===== src/core/cc_status_pkg.sv =====
package cc_status_pkg;

    // Data path and channel organisation
    localparam int DATA_W = 32;
    localparam int NUM_QUEUES = 2;
    localparam int QCNT_W = 5;
    localparam int NUM_REGIONS = 4;
    localparam int REGION_W = 2;
    localparam int OFFS_W = 12;

    // Status register field positions
    localparam int STAT_DMA_EVT = 0;
    localparam int STAT_QDMA_EVT = 1;
    localparam int STAT_REQ_LOGIC = 2;
    localparam int STAT_WSTAT = 3;
    localparam int STAT_BUSY = 4;
    localparam int STAT_QUEUE_BASE = 16;
    localparam logic [DATA_W-1:0] STATUS_RESET = 32'h0000_0000;
    localparam logic [DATA_W-1:0] FLAGS_RESET = 32'h0000_0000;

    // Register offsets in every address range; region masks in the global range only
    localparam logic [OFFS_W-1:0] OFFS_STATUS = 12'h000;
    localparam logic [OFFS_W-1:0] OFFS_EVT_LATCH = 12'h100;
    localparam logic [OFFS_W-1:0] OFFS_EVT_CLEAR = 12'h108;
    localparam logic [OFFS_W-1:0] OFFS_MANUAL_SET = 12'h110;
    localparam logic [OFFS_W-1:0] OFFS_CHAINED = 12'h118;
    localparam logic [OFFS_W-1:0] OFFS_ENABLE = 12'h120;
    localparam logic [OFFS_W-1:0] OFFS_REGION_BASE = 12'h200;
    localparam logic [OFFS_W-1:0] OFFS_REGION_STEP = 12'h008;

    // Activity sources from the rest of the channel controller
    typedef struct packed {
        logic wstat_req_active;
        logic wstat_fifo_pending;
        logic tr_logic_active;
        logic xfer_outstanding;
        logic [NUM_QUEUES-1:0][QCNT_W-1:0] queue_count;
    } activity_t;

    // One register access, global or through a shadow region
    typedef struct packed {
        logic valid;
        logic write;
        logic shadow;
        logic [REGION_W-1:0] region;
        logic [OFFS_W-1:0] offset;
        logic [DATA_W-1:0] wdata;
    } reg_req_t;

endpackage : cc_status_pkg


===== src/core/dma_cc_activity_status.sv =====
// What this block does
// - Busy bit 4 is the OR of every activity flag in status and of outstanding transfers.
// - Busy stays high from request acceptance until processing finishes.
// - Bit 3 high while write-status request active or responses queued.
// - Bit 2 high while request processing and submission logic works.
// - Bit 1 high when any enabled QDMA event is pending.
// - Bit 0 high for enabled latched, manually set or chained DMA event.
// - Status bits 7 to 5 always read zero.
// - Per-channel registers are 32 bits, bit n serving channel n.
// - Channel registers reachable globally and aliased in shadow regions.
// - Shadow accesses touch only channels granted by region access mask.
// - Queue flag high while its event queue holds a request; feeds busy.
`timescale 1ns/10ps

module dma_cc_activity_status
    import cc_status_pkg::*;
#(
    parameter int NUM_CHANNELS = DATA_W
) (
    input wire logic sys_clk,
    input wire logic rst,
    input wire activity_t activity,
    input wire logic [NUM_CHANNELS-1:0] dma_event_in,
    input wire logic [NUM_CHANNELS-1:0] chain_event_in,
    input wire logic [NUM_CHANNELS-1:0] service_done,
    input wire logic [DATA_W-1:0] qdma_event_flags,
    input wire reg_req_t reg_req,
    output logic [DATA_W-1:0] rd_data_q,
    output logic rd_valid_q,
    output logic [DATA_W-1:0] controller_status_q
);

    // Channel flags share one data word, so wider configurations are refused
    if (NUM_CHANNELS < 1 || NUM_CHANNELS > DATA_W) begin : gen_bad_channels
        $error("NUM_CHANNELS must lie between 1 and DATA_W");
    end

    ////////////////////////////////////////////////////////////////////////
    // Helpers

    // Channels an access may touch: all globally, granted ones in a shadow
    function automatic logic [DATA_W-1:0] access_mask(
        input logic shadow,
        input logic [DATA_W-1:0] grant
    );
        access_mask = shadow ? grant : {DATA_W{1'b1}};
    endfunction : access_mask

    // Offset of the access mask register of one region
    function automatic logic [OFFS_W-1:0] region_offset(input int idx);
        region_offset = OFFS_REGION_BASE
            + OFFS_REGION_STEP * OFFS_W'(idx);
    endfunction : region_offset

    ////////////////////////////////////////////////////////////////////////
    // Address decode

    logic [DATA_W-1:0] region_access_mask_q [NUM_REGIONS];
    logic [DATA_W-1:0] event_enable_mask_q;
    logic [NUM_CHANNELS-1:0] dma_event_latch;
    logic [NUM_CHANNELS-1:0] manual_event_set;
    logic [NUM_CHANNELS-1:0] chained_event_flags;
    logic [DATA_W-1:0] grant;
    logic [DATA_W-1:0] wmask;
    logic wr;
    logic hit_clear;
    logic hit_set;
    logic hit_enable;
    logic [NUM_REGIONS-1:0] hit_region;

    // Shadow grant comes from the selected region's mask
    assign grant = region_access_mask_q[reg_req.region];
    assign wmask = reg_req.wdata & access_mask(reg_req.shadow, grant);
    assign wr = reg_req.valid & reg_req.write;
    assign hit_clear = wr & (reg_req.offset == OFFS_EVT_CLEAR);
    assign hit_set = wr & (reg_req.offset == OFFS_MANUAL_SET);
    assign hit_enable = wr & (reg_req.offset == OFFS_ENABLE);

    // Region masks are programmed only through the global range
    genvar g;
    generate
        for (g = 0; g < NUM_REGIONS; g++) begin : gen_region_hit
            assign hit_region[g] = wr & ~reg_req.shadow
                & (reg_req.offset == region_offset(g));
        end
    endgenerate

    ////////////////////////////////////////////////////////////////////////
    // Per-channel flag registers, bit n is channel n

    logic [NUM_CHANNELS-1:0] clear_wr;
    logic [NUM_CHANNELS-1:0] set_wr;

    assign clear_wr = hit_clear ? wmask[NUM_CHANNELS-1:0] : '0;
    assign set_wr = hit_set ? wmask[NUM_CHANNELS-1:0] : '0;

    // Hardware events latch even when disabled
    channel_flag_reg #(.WIDTH(NUM_CHANNELS)) u_event_latch (
        .sys_clk(sys_clk),
        .rst(rst),
        .set_bits(dma_event_in),
        .clear_bits(clear_wr | service_done),
        .flags_q(dma_event_latch)
    );

    // Manual sets ignore the clear register; only servicing clears them
    channel_flag_reg #(.WIDTH(NUM_CHANNELS)) u_manual_set (
        .sys_clk(sys_clk),
        .rst(rst),
        .set_bits(set_wr),
        .clear_bits(service_done),
        .flags_q(manual_event_set)
    );

    // Chained events from completing channels
    channel_flag_reg #(.WIDTH(NUM_CHANNELS)) u_chained (
        .sys_clk(sys_clk),
        .rst(rst),
        .set_bits(chain_event_in),
        .clear_bits(service_done),
        .flags_q(chained_event_flags)
    );

    // Enable mask, written whole bits only where the access may reach
    always_ff @(posedge sys_clk or posedge rst) begin
        if (rst) begin
            event_enable_mask_q <= FLAGS_RESET;
        end else if (hit_enable) begin
            event_enable_mask_q <= (event_enable_mask_q
                & ~access_mask(reg_req.shadow, grant)) | wmask;
        end
    end

    // Region access masks
    always_ff @(posedge sys_clk or posedge rst) begin
        if (rst) begin
            for (int i = 0; i < NUM_REGIONS; i++) begin
                region_access_mask_q[i] <= FLAGS_RESET;
            end
        end else begin
            for (int i = 0; i < NUM_REGIONS; i++) begin
                if (hit_region[i]) begin
                    region_access_mask_q[i] <= reg_req.wdata;
                end
            end
        end
    end

    ////////////////////////////////////////////////////////////////////////
    // Activity status

    logic dma_event_pending;
    logic qdma_event_pending;
    logic request_logic_busy;
    logic write_status_pending;
    logic cc_busy_summary;
    logic [NUM_QUEUES-1:0] queue_nonempty;
    logic [DATA_W-1:0] status_d;

    // Manual and chained events count regardless of the enable mask
    assign dma_event_pending = |((dma_event_latch
        & event_enable_mask_q[NUM_CHANNELS-1:0])
        | manual_event_set | chained_event_flags);
    assign qdma_event_pending = |qdma_event_flags;
    assign request_logic_busy = activity.tr_logic_active;
    assign write_status_pending = activity.wstat_req_active
        | activity.wstat_fifo_pending;

    generate
        for (g = 0; g < NUM_QUEUES; g++) begin : gen_queue
            assign queue_nonempty[g] = activity.queue_count[g] != '0;
        end
    endgenerate

    // Outstanding transfers keep busy high until fully finished
    assign cc_busy_summary = dma_event_pending | qdma_event_pending
        | request_logic_busy | write_status_pending
        | (|queue_nonempty) | activity.xfer_outstanding;

    // Reserved bits, including 7 to 5, are left at zero
    always_comb begin
        status_d = STATUS_RESET;
        status_d[STAT_DMA_EVT] = dma_event_pending;
        status_d[STAT_QDMA_EVT] = qdma_event_pending;
        status_d[STAT_REQ_LOGIC] = request_logic_busy;
        status_d[STAT_WSTAT] = write_status_pending;
        status_d[STAT_BUSY] = cc_busy_summary;
        status_d[STAT_QUEUE_BASE +: NUM_QUEUES] = queue_nonempty;
    end

    // Status is never a write target, so bus writes cannot disturb it
    always_ff @(posedge sys_clk or posedge rst) begin
        if (rst) begin
            controller_status_q <= STATUS_RESET;
        end else begin
            controller_status_q <= status_d;
        end
    end

    ////////////////////////////////////////////////////////////////////////
    // Read path

    logic [DATA_W-1:0] rd_mux;
    logic [DATA_W-1:0] rd_region;

    // Region mask read back, global range only
    always_comb begin
        rd_region = '0;
        for (int i = 0; i < NUM_REGIONS; i++) begin
            if (!reg_req.shadow && reg_req.offset == region_offset(i)) begin
                rd_region = region_access_mask_q[i];
            end
        end
    end

    // Unmapped and write-only offsets read as zero
    always_comb begin
        if (reg_req.offset == OFFS_STATUS) begin
            rd_mux = controller_status_q;
        end else if (reg_req.offset == OFFS_EVT_LATCH) begin
            rd_mux = DATA_W'(dma_event_latch);
        end else if (reg_req.offset == OFFS_MANUAL_SET) begin
            rd_mux = DATA_W'(manual_event_set);
        end else if (reg_req.offset == OFFS_CHAINED) begin
            rd_mux = DATA_W'(chained_event_flags);
        end else if (reg_req.offset == OFFS_ENABLE) begin
            rd_mux = event_enable_mask_q;
        end else begin
            rd_mux = rd_region;
        end
    end

    // Reads answer one cycle later, shadow data except status masked per channel
    always_ff @(posedge sys_clk or posedge rst) begin
        if (rst) begin
            rd_data_q <= STATUS_RESET;
            rd_valid_q <= 1'b0;
        end else begin
            rd_valid_q <= reg_req.valid & ~reg_req.write;
            if (reg_req.valid && !reg_req.write) begin
                rd_data_q <= (reg_req.offset == OFFS_STATUS) ? rd_mux
                    : rd_mux & access_mask(reg_req.shadow, grant);
            end
        end
    end

endmodule : dma_cc_activity_status


===== src/core/channel_flag_reg.sv =====
`timescale 1ns/10ps

// Sticky per-channel flags; a set in the same cycle as a clear wins
module channel_flag_reg
    import cc_status_pkg::*;
#(
    parameter int WIDTH = DATA_W
) (
    input wire logic sys_clk,
    input wire logic rst,
    input wire logic [WIDTH-1:0] set_bits,
    input wire logic [WIDTH-1:0] clear_bits,
    output logic [WIDTH-1:0] flags_q
);

    logic [WIDTH-1:0] flags_d;

    // Set has priority so an event racing its own clear is not lost
    assign flags_d = (flags_q & ~clear_bits) | set_bits;

    // Flag storage
    always_ff @(posedge sys_clk or posedge rst) begin
        if (rst) begin
            flags_q <= FLAGS_RESET[WIDTH-1:0];
        end else begin
            flags_q <= flags_d;
        end
    end

endmodule : channel_flag_reg


===== config.mk =====
export PLATFORM = sky130hd
export DESIGN_NAME = dma_cc_activity_status
export DESIGN_NICKNAME = d
export VERILOG_FILES = /design/src/core/cc_status_pkg.sv /design/src/core/dma_cc_activity_status.sv /design/src/core/channel_flag_reg.sv
export SDC_FILE = /design/constraint.sdc
export NUM_CORES = 1
export LEC_CHECK = 0
export CAP_MARGIN = 20
export CORE_MARGIN = 2
export CORE_UTILIZATION = 55
export DETAILED_ROUTE_END_ITERATION = 7
export DONT_BUFFER_PORTS = 1
export GPL_TIMING_DRIVEN = 0
export PLACE_DENSITY = 0.75
export SKIP_CTS_REPAIR_TIMING = 1
export SYNTH_ARGS = -nofsm -noshare
export SYNTH_HDL_FRONTEND = slang
export SYNTH_HIERARCHICAL = 1
export SYNTH_SLANG_ARGS = --single-unit

===== constraint.sdc =====
create_clock -name sys_clk -period 6.9 [get_ports sys_clk]
set_clock_uncertainty 0.05 [all_clocks]
set_input_delay 0.69 -clock sys_clk [delete_from_list [all_inputs] [get_ports sys_clk]]
set_output_delay 0.69 -clock sys_clk [all_outputs]
set_load 0.05 [all_outputs]

-- After elaboration in Yosys (flattened, before gate mapping)
Index checks and enable logic that the tools add are counted.
- input port bits: 193
- memories kept: 0
- bits in read-only memories: 0
- logic and storage cells: 86
- output and inout port bits: 65
- RAM bits: 0
- bits in latches: 0
- bits in registers: 296
- multiply operators: 0
- add/subtract/negate cells: 0
- reduce and logical (&&, ||, !) cells: 13
- $lt $le $gt $ge: 1
- muxes and demuxes: 16
- shifts and indexed selects: 0
- bitwise operators: 36
- div/mod/pow operators: 0
- equal/unequal tests: 9
- operators by type and width (cell ; count):
    32-bit 2-to-1 mux ; 15
    32-bit bitwise AND ; 7
    32-bit OR ; 7
    32-bit inverter ; 3
    32-bit binary-select mux with 2-bit select ; 1
    32-bit OR reduction ; 2
    12-bit by 9-bit equality test with 1-bit output (second input constant) ; 5
    12-bit by 10-bit equality test with 1-bit output (second input constant) ; 4
    12-bit logical NOT ; 1
    1-bit bitwise AND ; 10
    5-bit nonzero test ; 2
    1-bit OR ; 6
    1-bit logical AND ; 5
    3-bit >= comparator (second input constant) ; 1
    2-bit inverter with 3-bit output ; 1
    1-bit logical NOT ; 2
    1-bit inverter ; 2
    2-bit OR reduction ; 1

-- Longest topological paths before layout
Gate-level depths: netlist (run 1).
- depth after elaboration: 13
- depth in mapped cells: 8

-- Hierarchy
The synthesis (run 1) kept the hierarchy.
- by module, submodules not included (module ; cells an instance ; area an instance (µm²) ; instances):
    dma_cc_activity_status ; 1144 ; 12086.6 ; 1
    channel_flag_reg ; 97 ; 1164.9 ; 3

-- Worst setup path after synthesis (run 1)
Ideal clock, no wire load.
- path kind: input port to flip-flop
- start: input reg_req[40] (netlist bit)
- end: register region_access_mask_q[69] (netlist bit)
- path slack: 4.471 ns
- buffers on the path: 3
- stages on the path: 7
- data required time: 6.725 ns
- library setup time: 0.125 ns
- data arrival time: 2.255 ns
- cell sequence: or3b_1 > nor2_1 > buf_2 > and3_1 > buf_4 > buf_4 > mux2_2
- longest elaborated chain between the ends: 2
- RTL lines (item ; RTL line ; source):
    start: declaration ; dma_cc_activity_status.sv:27 ; input wire reg_req_t reg_req,
    12-bit by 10-bit equality test with 1-bit output ; dma_cc_activity_status.sv:84 ; & (reg_req.offset == region_offset(g));
    1-bit bitwise AND ; dma_cc_activity_status.sv:84 ;
    end signal: indexed assignment ; dma_cc_activity_status.sv:143 ; region_access_mask_q[i] <= reg_req.wdata;
    end: declaration ; dma_cc_activity_status.sv:58 ; logic [DATA_W-1:0] region_access_mask_q [NUM_REGIONS];
No other way between the ends.
A chain may end at the register's enable or synchronous reset.

-- Worst setup path in the final report (run 1)
- start: input reg_req[36] (netlist bit)
- end: register rd_data_q[22]
- longest elaborated chain between the ends: 13
- elaborated cells between the ends (all ways): 24
- RTL lines (item ; RTL line ; source):
    12-bit by 10-bit equality test with 1-bit output ; dma_cc_activity_status.sv:210 ; if (!reg_req.shadow && reg_req.offset == region_offset(i)) begin
    1-bit logical AND ; dma_cc_activity_status.sv:210 ;
    32-bit 2-to-1 mux (4 in series) ; dma_cc_activity_status.sv:210 ;
    32-bit 2-to-1 mux ; dma_cc_activity_status.sv:226 ; end else if (reg_req.offset == OFFS_ENABLE) begin
    32-bit 2-to-1 mux ; dma_cc_activity_status.sv:224 ; end else if (reg_req.offset == OFFS_CHAINED) begin
    32-bit 2-to-1 mux ; dma_cc_activity_status.sv:222 ; end else if (reg_req.offset == OFFS_MANUAL_SET) begin
    32-bit 2-to-1 mux ; dma_cc_activity_status.sv:220 ; end else if (reg_req.offset == OFFS_EVT_LATCH) begin
    32-bit 2-to-1 mux ; dma_cc_activity_status.sv:218 ; if (reg_req.offset == OFFS_STATUS) begin
    32-bit bitwise AND ; dma_cc_activity_status.sv:242 ; : rd_mux & access_mask(reg_req.shadow, grant);
    32-bit 2-to-1 mux * ; dma_cc_activity_status.sv:241 ; rd_data_q <= (reg_req.offset == OFFS_STATUS) ? rd_mux
    end signal: assignment ; dma_cc_activity_status.sv:241 ;
    end: declaration ; dma_cc_activity_status.sv:28 ; output logic [DATA_W-1:0] rd_data_q,
Mark *: on every way between the ends. The rest lies on a longest branch, timed or not.

==> results of run 1 <==
-- synthesized netlist by cell type, types with 2 or more instances --
| master | n |
|---|---|
| nor4_4 | 2 |
| nor3_1 | 6 |
| nor4_2 | 2 |
| nor4b_4 | 2 |
| o2bb2ai_1 | 5 |
| nand3_2 | 2 |
| nand4_1 | 12 |
| dfrtp_1 | 296 |
| o211ai_1 | 12 |
| mux4_2 | 32 |
| clkbuf_1 | 39 |
| nand2_1 | 105 |
| a21o_1 | 96 |
| nor2b_1 | 2 |
| o21bai_1 | 32 |
| or4b_4 | 2 |
| a31oi_1 | 5 |
| a22oi_1 | 41 |
| nor3_2 | 3 |
| buf_6 | 2 |
| nand3_1 | 9 |
| mux2_1 | 36 |
| nand2b_1 | 38 |
| or4b_1 | 2 |
| nor2_1 | 73 |
| and3_1 | 2 |
| mux2_2 | 144 |
| inv_1 | 106 |
| a32oi_1 | 27 |
| o21ai_1 | 25 |
| o31ai_1 | 2 |
| a311oi_1 | 2 |
| a21oi_1 | 26 |
| or3_1 | 28 |
| or2_2 | 6 |
| nor4_1 | 27 |
| buf_2 | 24 |
| buf_1 | 2 |
| a221o_1 | 2 |
| mux2i_1 | 25 |
| a211oi_1 | 25 |
| buf_4 | 28 |
| o21ai_0 | 67 |
-- stage by stage --
step / area (um2) / hold slack (ns) / std cells
final: 17300 / 0.0972 / 1901
after CTS: 17300 / -0.0483 / 1898
after global placement: 16100 / 0.439 / 1837
after global routing: 17300 / 0.0791 / 1899
after floorplan: 15700 / 0.413 / 1459
after detailed placement: 16200 / 0.448 / 1840
-- critical path: cells and delay by family --
family | cells | cell delay, ns
compound gates | 2 | 0.36
buf+inv | 2 | 0.78
simple gates | 3 | 1.81
-- per-layer routing --
layer,GRT usage,routed length [um],share of wire
met1,0.460,19700,0.38
met2,0.530,22900,0.45
met3,0.109,6250,0.12
met4,0.157,2490,0.048
met5,0.00348,0,0
-- final timing paths --
path / endpoint / depth (start not counted) / slack, ns / startpoint
setup / recovery: rd_data_q[22] / 7 / 3.69 / reg_req[36]
hold / removal: controller_status_q[2] / 0 / 0.1 / activity[11]
setup reg to reg: controller_status_q[4] / 5 / 4.27 / u_chained/flags_q[20]
hold reg to reg: u_manual_set/flags_q[19] / 1 / 0.46 / u_manual_set/flags_q[19]
max in group asynchronous: controller_status_q[16] / 3 / 5.08 / rst
min in group asynchronous: u_chained/flags_q[24] / 1 / 0.12 / rst
-- cells by family (layout without fill, tap and decap cells) --
group	after synthesis	after routing	synth area share
AOI/OAI and AO/OA	368	368	0.161
DFF	296	296	0.475
xor gates and xnor gates	1	1	0.000562
other	1	27	0.000241
buffers and inverters	201	263	0.0581
and+or+nand+nor	331	331	0.112
muxes	237	237	0.192
-- final cells by class --
type                       instances  area (um2)  share of cell area
sequential                       296        7410               0.428
multi-input combinational        962        7360               0.426
clock buffer                      43         891              0.0515
buffer                            95         507              0.0293
tap                              378         473              0.0273
inverter                         106         405              0.0234
clock inverter                    15         170             0.00984
timing repair buffer               4        77.6             0.00449
antenna                            2        5.00            0.000289
-- power by group through the flow --
stage | Clock (uW) | Combinational [uW] | Sequential (uW)
2_1_floorplan | 0 | 200 | 1840
3_3_place_gp | 0 | 250 | 1860
3_5_place_dp | 0 | 260 | 1860
4_1_cts | 1740 | 261 | 1830
5_1_grt | 1820 | 288 | 1830
6_report | 1740 | 264 | 1830
==> impl_metrics.py, run 1 <==
metrics = {
    "sta": {
        "setup_viol": 0,
        "fin_setup_tns_ns": 0,
        "slew_viol_final": 0,
        "finalHoldViolCount": 0,
        "fin_crit_ns": 3.21,
        "setup_slack_ns": 3.69,
        "finalCritPeriodShare": 0.465,
        "max_slew_margin": 0.265,
        "max_freq_mhz": 312,
        "tightest_slew_ns": 1.10,
        "grt_setup_unrepaired": "false",
    },
    "grt": {
        "track_usage": 0.349,
        "grt_pass1_vias": 12400,
        "grt_first_pass_wirelength_um": 76700,
        "antenna_found_initial": 2,
        "grt_overflow": 0,
        "grt_max_degree": 131,
    },
    "min_path": {
        "hold_class": "input port to flop",
    },
    "power": {
        "seqPwrFrac": 0.478,
        "powerDensity_nw_per_um2": 222,
        "p_leak_uw": 0.00833,
        "p_total_uw": 3830,
        "p_sw_uw": 958,
        "p_clk_frac": 0.453,
        "comb_power_share": 0.069,
        "internal-power_uw": 2870,
        "peakVddDrop_uv": 208,
        "sw_frac_of_total": 0.250,
    },
    "outcome": {
        "outcome": "completed",
    },
    "cells_and_area": {
        "post-route-util": 0.621,
        "final_cell_mix": "dfrtp_1 (296), mux2_2 (144), nand2_1 (105)",
        "area_growth_pct": 11.0,
        "nets": 1689,
        "final_common_cell": "dfrtp_1",
        "drive_above_1_share": 0.205,
        "fill_cells": 2226,
    },
    "place": {
        "io_buffers": 0,
        "dp_hpwl_um": 37100,
        "dp_slack_ns": 3.23,
        "gp_congestion": 1.02,
    },
    "critical_path": {
        "cpMaxStageDelayCell": "nor2_1",
        "start_kind": "input port",
        "cp_max_fo": 10,
        "crit_path_cell_trace": "buf_2, nor4b_4, nand2_1, nor2_1, clkbuf_1, a211oi_1, o21ai_1",
        "slowest_delay_ns": 0.77,
        "cp.arrival_ns": 3.66,
        "crit_type": "input port to flop",
        "crit_path_end_kind": "flop",
        "critPathRequiredTime_ns": 7.35,
    },
    "floorplanning": {
        "fp-row-count": 61,
        "chipWidth_um": 172,
        "die_h_um": 172,
        "start_util": 0.559,
        "core_um2": 27900,
        "io_pins": 258,
        "die_area_um2": 29700,
    },
    "drt": {
        "drcViolationCount": 0,
        "wl_per_cell_um": 27.0,
        "via_per_inst": 6.62,
        "drt_iter0_drc": 1681,
        "postRouteAntennaNets": 0,
        "drtPass1Iterations": 5,
        "vias": 12600,
        "wl_um": 51300,
    },
    "cts": {
        "path_clk_slew_ns": 0.06,
        "clock_sinks": 296,
        "clock-root-buffer": "clkbuf_16",
        "htreeDepth": 1,
        "cts_tree": "done",
        "clkLatencyLatePin_ns": 0.59,
        "clk_path_buf_depth": 3,
        "numCtsBuffers": 31,
    },
    "synth": {
        "yosys_warnings": 6,
        "syn_area_um2": 15600,
        "synth_seq_area_share": 0.475,
        "synth_cells": 1435,
        "netlist.area_leader.share": 0.475,
        "avgSynthCellArea_um2": 10.9,
        "synth_top_area_cell": "dfrtp_1",
        "synthFlopType": "dfrtp_1",
        "async_reset_ff_frac": 1.00,
        "synth_edf_count": 0,
        "yosysUniqueCellTypes": 54,
        "synth_area_leaders": "dfrtp_1 (48%), mux2_2 (10%), a21o_1 (4.6%)",
        "ys_seq_elements": 296,
    },
    "run": {
        "cap_violations": 0,
    },
}
Note: power is estimated with default switching activity, not from simulation.
==> run 2, diff against run 1 <==
--- a/config.mk
+++ b/config.mk
@@ -5,13 +5,14 @@
 export SDC_FILE = /design/constraint.sdc
 export NUM_CORES = 1
 export LEC_CHECK = 0
+export ABC_AREA = 1
 export CAP_MARGIN = 20
 export CORE_MARGIN = 2
 export CORE_UTILIZATION = 55
 export DETAILED_ROUTE_END_ITERATION = 7
 export DONT_BUFFER_PORTS = 1
 export GPL_TIMING_DRIVEN = 0
-export PLACE_DENSITY = 0.75
+export PLACE_DENSITY = 0.78
 export SKIP_CTS_REPAIR_TIMING = 1
 export SYNTH_ARGS = -nofsm -noshare
 export SYNTH_HDL_FRONTEND = slang
==> constraint.sdc (replaced) <==
create_clock -name sys_clk -period 2.9 [get_ports sys_clk]
set_clock_uncertainty 0.05 [all_clocks]
set_input_delay 0.29 -clock sys_clk [delete_from_list [all_inputs] [get_ports sys_clk]]
set_output_delay 0.29 -clock sys_clk [all_outputs]
set_load 0.05 [all_outputs]
==> run 2 against run 1 <==
  * The run now ends with hold timing left
  * Sequential share of layout area shrank 6.0 points
  * Total power grew to 2.5 times the previous value
  * Worst hold slack lost 0.15 ns
  * Sequential cell count is the same
  * Final cell count grew 59%
  * Critical path depth grew 2
  * First-iteration DRC count grew 26%
  * Synthesized cell count grew 66%
  * Wire length grew 31%
  * Register-to-register slack lost 3.8 ns
==> impl_metrics.py, run 2 <==
metrics = {
    "sta": {
        "finalCritPeriodShare": 0.847,
        "fin_crit_ns": 2.46,
        "setup_viol": 0,
        "tightest_slew_ns": 0.850,
        "max_freq_mhz": 407,
        "slew_viol_final": 0,
        "fin_hold_ws_ns": -0.0482,
        "finalHoldViolCount": 26,
        "grt_setup_unrepaired": "false",
        "max_slew_margin": 0.432,
    },
    "place": {
        "gp_congestion": 0.989,
        "io_buffers": 0,
        "dp_hpwl_um": 48800,
    },
    "drt": {
        "wl_per_cell_um": 22.2,
        "wl_um": 67000,
        "postRouteAntennaNets": 0,
        "met2_length_um": 32200,
        "via_per_inst": 5.78,
        "highest_layer": "met4",
        "drt-met1-wl_um": 25000,
        "drtPass1Iterations": 6,
        "drcViolationCount": 0,
        "drt_iter0_drc": 2120,
        "wl_met3_um": 5820,
        "vias": 17500,
    },
    "grt": {
        "antenna_found_initial": 0,
        "grt_max_degree": 43,
        "track_usage": 0.391,
        "grt_pass1_vias": 15700,
        "grt_overflow": 0,
        "grt_first_pass_wirelength_um": 91100,
    },
    "synth": {
        "async_reset_ff_frac": 1.00,
        "syn_area_um2": 16700,
        "synth_area_leaders": "dfrtp_1 (44%), nand2_1 (17%), inv_1 (9.1%)",
        "synth_cells": 2378,
        "synth_top_area_cell": "dfrtp_1",
        "netlist.area_leader.share": 0.443,
        "avgSynthCellArea_um2": 7.03,
        "synthTopCellsByCount": "nand2_1 (737), inv_1 (405), dfrtp_1 (296)",
        "synth_edf_count": 0,
        "yosysMostFrequentCell": "nand2_1",
        "yosysUniqueCellTypes": 42,
        "synth_seq_area_share": 0.443,
        "yosys_warnings": 6,
        "ys_seq_elements": 296,
        "synthFlopType": "dfrtp_1",
    },
    "cts": {
        "path_clk_slew_ns": 0.06,
        "clock_sinks": 296,
        "clk_path_buf_depth": 3,
        "htreeDepth": 2,
        "clkLatencyLatePin_ns": 0.52,
        "cts_tree": "done",
        "numCtsBuffers": 35,
        "clock-root-buffer": "clkbuf_16",
    },
    "run": {
        "cap_violations": 0,
    },
    "cells_and_area": {
        "final_common_cell": "nand2_1",
        "drive_above_1_share": 0.0791,
        "multi_input_area_um2": 7130,
        "antenna_cells": 0,
        "ff_latch_area_um2": 7410,
        "nets": 2798,
        "post-route-util": 0.676,
        "fill_cells": 2519,
        "final_cell_mix": "nand2_1 (737), inv_1 (403), dfrtp_1 (296)",
        "area_growth_pct": 20.4,
    },
    "floorplanning": {
        "chipWidth_um": 178,
        "die_area_um2": 31800,
        "fp-row-count": 63,
        "start_util": 0.561,
        "io_pins": 258,
        "die_h_um": 178,
        "core_um2": 29800,
    },
    "critical_path": {
        "crit_type": "input port to flop",
        "cp.arrival_ns": 2.87,
        "start_kind": "input port",
        "worstReg2RegStart": "u_chained/flags_q[25]",
        "crit_path_end_kind": "flop",
        "critPathRequiredTime_ns": 3.31,
        "cp_max_fo": 10,
        "crit_start": "reg_req[48]",
    },
    "min_path": {
        "hold_class": "input port to flop",
        "hp-start": "service_done[29]",
    },
    "outcome": {
        "outcome": "finished with violations",
        "violations": "hold timing",
    },
    "power": {
        "peakVddDrop_uv": 510,
        "p_total_uw": 9590,
        "p_leak_uw": 0.0102,
        "powerDensity_nw_per_um2": 476,
    },
}
==> run 2: path summary, 6_finish.rpt <==
path,slack (ns),end,depth (start not counted)
min,-0.05,u_event_latch/flags_q[29],4
max,0.44,u_event_latch/flags_q[7],9
max reg2reg,0.44,controller_status_q[4],8
min reg2reg,0.42,u_manual_set/flags_q[14],2
min in group asynchronous,0.29,controller_status_q[2],2
max in group asynchronous,1.39,region_access_mask_q[27],5
==> run 2: cell families (layout without fill, tap and decap cells) <==
logic type | count (synthesis) | count (layout) | synth area share
DFF | 296 | 296 | 0.443
and+or+nand+nor | 1169 | 1169 | 0.303
AOI/OAI and AO/OA | 372 | 372 | 0.118
other | 1 | 25 | 0.000224
buffers and inverters | 540 | 766 | 0.136
==> run 2: worst max-delay path: stages <==
cell           delay (ns)
nand2_1              0.14
clkinv_1             0.43
nand3_1              0.47
clkbuf_1             0.57
o21bai_1             0.18
inv_1                0.10
nand2_1              0.05
nand2_1              0.06
dlygate4sd3_1        0.56
==> run 2: stage by stage <==
stage | std cells | instance area (um2) | setup TNS, ns | hold slack, ns | worst slack [ns]
global placement | 2792 | 17300 | -250.44 | 0.272 | -1.27
floorplan | 2402 | 16800 | -5.67 | 0.271 | -0.0283
detailed placement | 2799 | 17500 | 0 | 0.129 | 0.529
finish | 3018 | 20100 | 0 | -0.0482 | 0.443
CTS | 2859 | 18500 | 0 | -0.420 | 0.593
global route | 3018 | 20100 | 0 | -0.00206 | 0.335
==> run 2: per-layer routing <==
layer,global-route usage,up-vias
met5,0,-
met4,0.194,0
met3,0.0569,248
met2,0.647,1065
met1,0.501,8400
li1,-,7738
==> run 2: where the power goes <==
group	internal [uW]	switching, uW	total (uW)
combinational	349	620	969
clock	2460	1830	4290
sequential	4210	129	4340
total	7010	2580	9590
==> run 2: final cells by class <==
cell class,count,share of cell area
buffer,124,0.0355
clock buffer,52,0.0511
clock inverter,8,0.00255
inverter,416,0.0778
multi-input combinational,1566,0.354
sequential,296,0.368
tap,390,0.0242
timing repair buffer,166,0.0867
==> run 3, diff against run 2 <==
--- a/config.mk
+++ b/config.mk
@@ -12,7 +12,7 @@
 export DETAILED_ROUTE_END_ITERATION = 7
 export DONT_BUFFER_PORTS = 1
 export GPL_TIMING_DRIVEN = 0
-export PLACE_DENSITY = 0.78
+export PLACE_DENSITY = 0.75
 export SKIP_CTS_REPAIR_TIMING = 1
 export SYNTH_ARGS = -nofsm -noshare
 export SYNTH_HDL_FRONTEND = slang
==> constraint.sdc (replaced) <==
create_clock -name sys_clk -period 2.55 [get_ports sys_clk]
set_clock_uncertainty 0.05 [all_clocks]
set_input_delay 0.255 -clock sys_clk [delete_from_list [all_inputs] [get_ports sys_clk]]
set_output_delay 0.255 -clock sys_clk [all_outputs]
set_load 0.05 [all_outputs]
==> run 3 against run 2 <==
  * The flow finishes with violations (hold timing, setup timing)
  * Register-to-register slack got worse by 0.30 ns
  * Final cell count is 1.5% higher
  * Combinational power is 20% higher
  * Non-clock buffer count grew 43
  * Worst hold slack gained 0.027 ns
  * Die area unchanged
  * Worst setup slack worse by 0.55 ns
  * Critical path depth unchanged
  * Via count is 0.15% higher
  * Largest power group is now the clock network
  * Highest routed layer unchanged
==> impl_metrics.py, run 3 (same netlist as run 2, synthesis figures left out) <==
metrics = {
    "run": {
        "cap_violations": 0,
    },
    "grt": {
        "track_usage": 0.389,
        "grt_overflow": 0,
        "grt_first_pass_wirelength_um": 91100,
        "grt_max_degree": 36,
        "antenna_found_initial": 0,
        "grt_pass1_vias": 15500,
    },
    "outcome": {
        "violations": "hold timing, setup timing",
        "outcome": "finished with violations",
    },
    "cts": {
        "htreeDepth": 2,
        "numCtsBuffers": 35,
        "path_clk_slew_ns": 0.06,
        "cts_tree": "done",
        "clock_sinks": 296,
        "clkLatencyLatePin_ns": 0.54,
        "clock-root-buffer": "clkbuf_16",
        "clk_path_buf_depth": 3,
    },
    "cells_and_area": {
        "antenna_cells": 0,
        "final_cell_mix": "nand2_1 (737), inv_1 (403), dfrtp_1 (296)",
        "post-route-util": 0.692,
        "area_growth_pct": 23.2,
        "drive_above_1_share": 0.0778,
        "nets": 2841,
        "final_common_cell": "nand2_1",
    },
    "sta": {
        "max_slew_margin": 0.411,
        "fin_crit_ns": 2.66,
        "setup_slack_ns": -0.111,
        "finalCritPeriodShare": 1.04,
        "slew_viol_final": 0,
        "finalHoldViolCount": 5,
        "max_freq_mhz": 376,
        "fin_hold_ws_ns": -0.0207,
        "tightest_slew_ns": 0.883,
        "setup_viol": 5,
    },
    "drt": {
        "postRouteAntennaNets": 0,
        "vias": 17500,
        "drcViolationCount": 0,
        "via_per_inst": 5.71,
        "drt_iter0_drc": 1868,
        "wl_um": 68100,
        "drtPass1Iterations": 6,
        "wl_per_cell_um": 22.2,
    },
    "place": {
        "gp_congestion": 0.989,
        "dp_hpwl_um": 48500,
        "dp_slack_ns": 0.194,
        "io_buffers": 0,
    },
    "critical_path": {
        "cp_max_fo": 10,
        "crit_path_end_kind": "flop",
        "critPathRequiredTime_ns": 2.96,
        "cp.arrival_ns": 3.08,
        "start_kind": "input port",
        "crit_type": "input port to flop",
    },
    "floorplanning": {
        "die_area_um2": 31800,
        "core_um2": 29800,
        "start_util": 0.561,
        "chipWidth_um": 178,
        "fp-row-count": 63,
        "die_h_um": 178,
        "io_pins": 258,
    },
    "power": {
        "p_leak_uw": 0.0104,
        "peakVddDrop_uv": 630,
        "p_total_uw": 11100,
        "powerDensity_nw_per_um2": 539,
    },
    "min_path": {
        "hold_class": "input port to flop",
    },
}
## run 3: cell count changes in the layout (fill, tap and decap cells not counted)
cell,previous run,this run
buf_12,5,6
bufinv_16,0,1
clkbuf_1,55,58
clkbuf_16,35,37
clkbuf_8,9,6
clkinv_2,5,6
clkinvlp_4,1,2
dlygate4sd3_1,159,201
inv_6,3,0
## run 3: layer usage
metal	GRT usage	wire, um
met3	0.0786	6170
met1	0.487	25100
met2	0.651	33200
met4	0.175	3710
met5	0	0
## run 3: layout make-up
class,count,area (um2)
inverters,416,1570
flip-flops and latches,296,7410
repair buffers,209,2190
clock buffers,54,1050
well taps,390,488
multi-input cells,1566,7130
fillers,2386,9180
clock inverters,8,67.6
plain buffers,124,714
## run 3: worst max-delay path, cell delays in order
cell and delay (ns):
nand2_1 0.16, clkinv_1 0.46, nand3_1 0.51, clkbuf_1 0.62, o21bai_1 0.22, inv_1 0.13
nand2_1 0.06, nand2_1 0.08, dlygate4sd3_1 0.58
## run 3: final timing paths
| check | end | depth (start not counted) | slack [ns] | start |
|---|---|---|---|---|
| min in group asynchronous | controller_status_q[3] | 2 | 0.26 | rst |
| max in group asynchronous | region_access_mask_q[118] | 8 | 0.40 | rst |
| setup reg to reg | u_event_latch/flags_q[5] | 9 | 0.14 | region_access_mask_q[101] |
| setup / recovery | u_event_latch/flags_q[7] | 9 | -0.11 | reg_req[48] |
| hold / removal | region_access_mask_q[17] | 2 | -0.02 | reg_req[17] |
| hold reg to reg | u_manual_set/flags_q[20] | 2 | 0.42 | u_manual_set/flags_q[20] |
## run 3: through the flow
stage / cell area (um2) / std cells / hold WS, ns / TNS (ns)
2_1_floorplan: 16800 / 2402 / 0.236 / -68.67
3_3_place_gp: 17300 / 2792 / 0.237 / -305.61
3_5_place_dp: 17500 / 2800 / 0.0998 / 0
6_report: 20600 / 3063 / -0.0207 / -0.277
5_1_grt: 20600 / 3063 / 0.00112 / -0.277
4_1_cts: 18600 / 2862 / -0.451 / 0
## run 3: report_power, final
group,internal (uW),switching (uW),total [uW]
combinational,447,717,1160
clock,2940,2090,5030
sequential,4780,145,4930
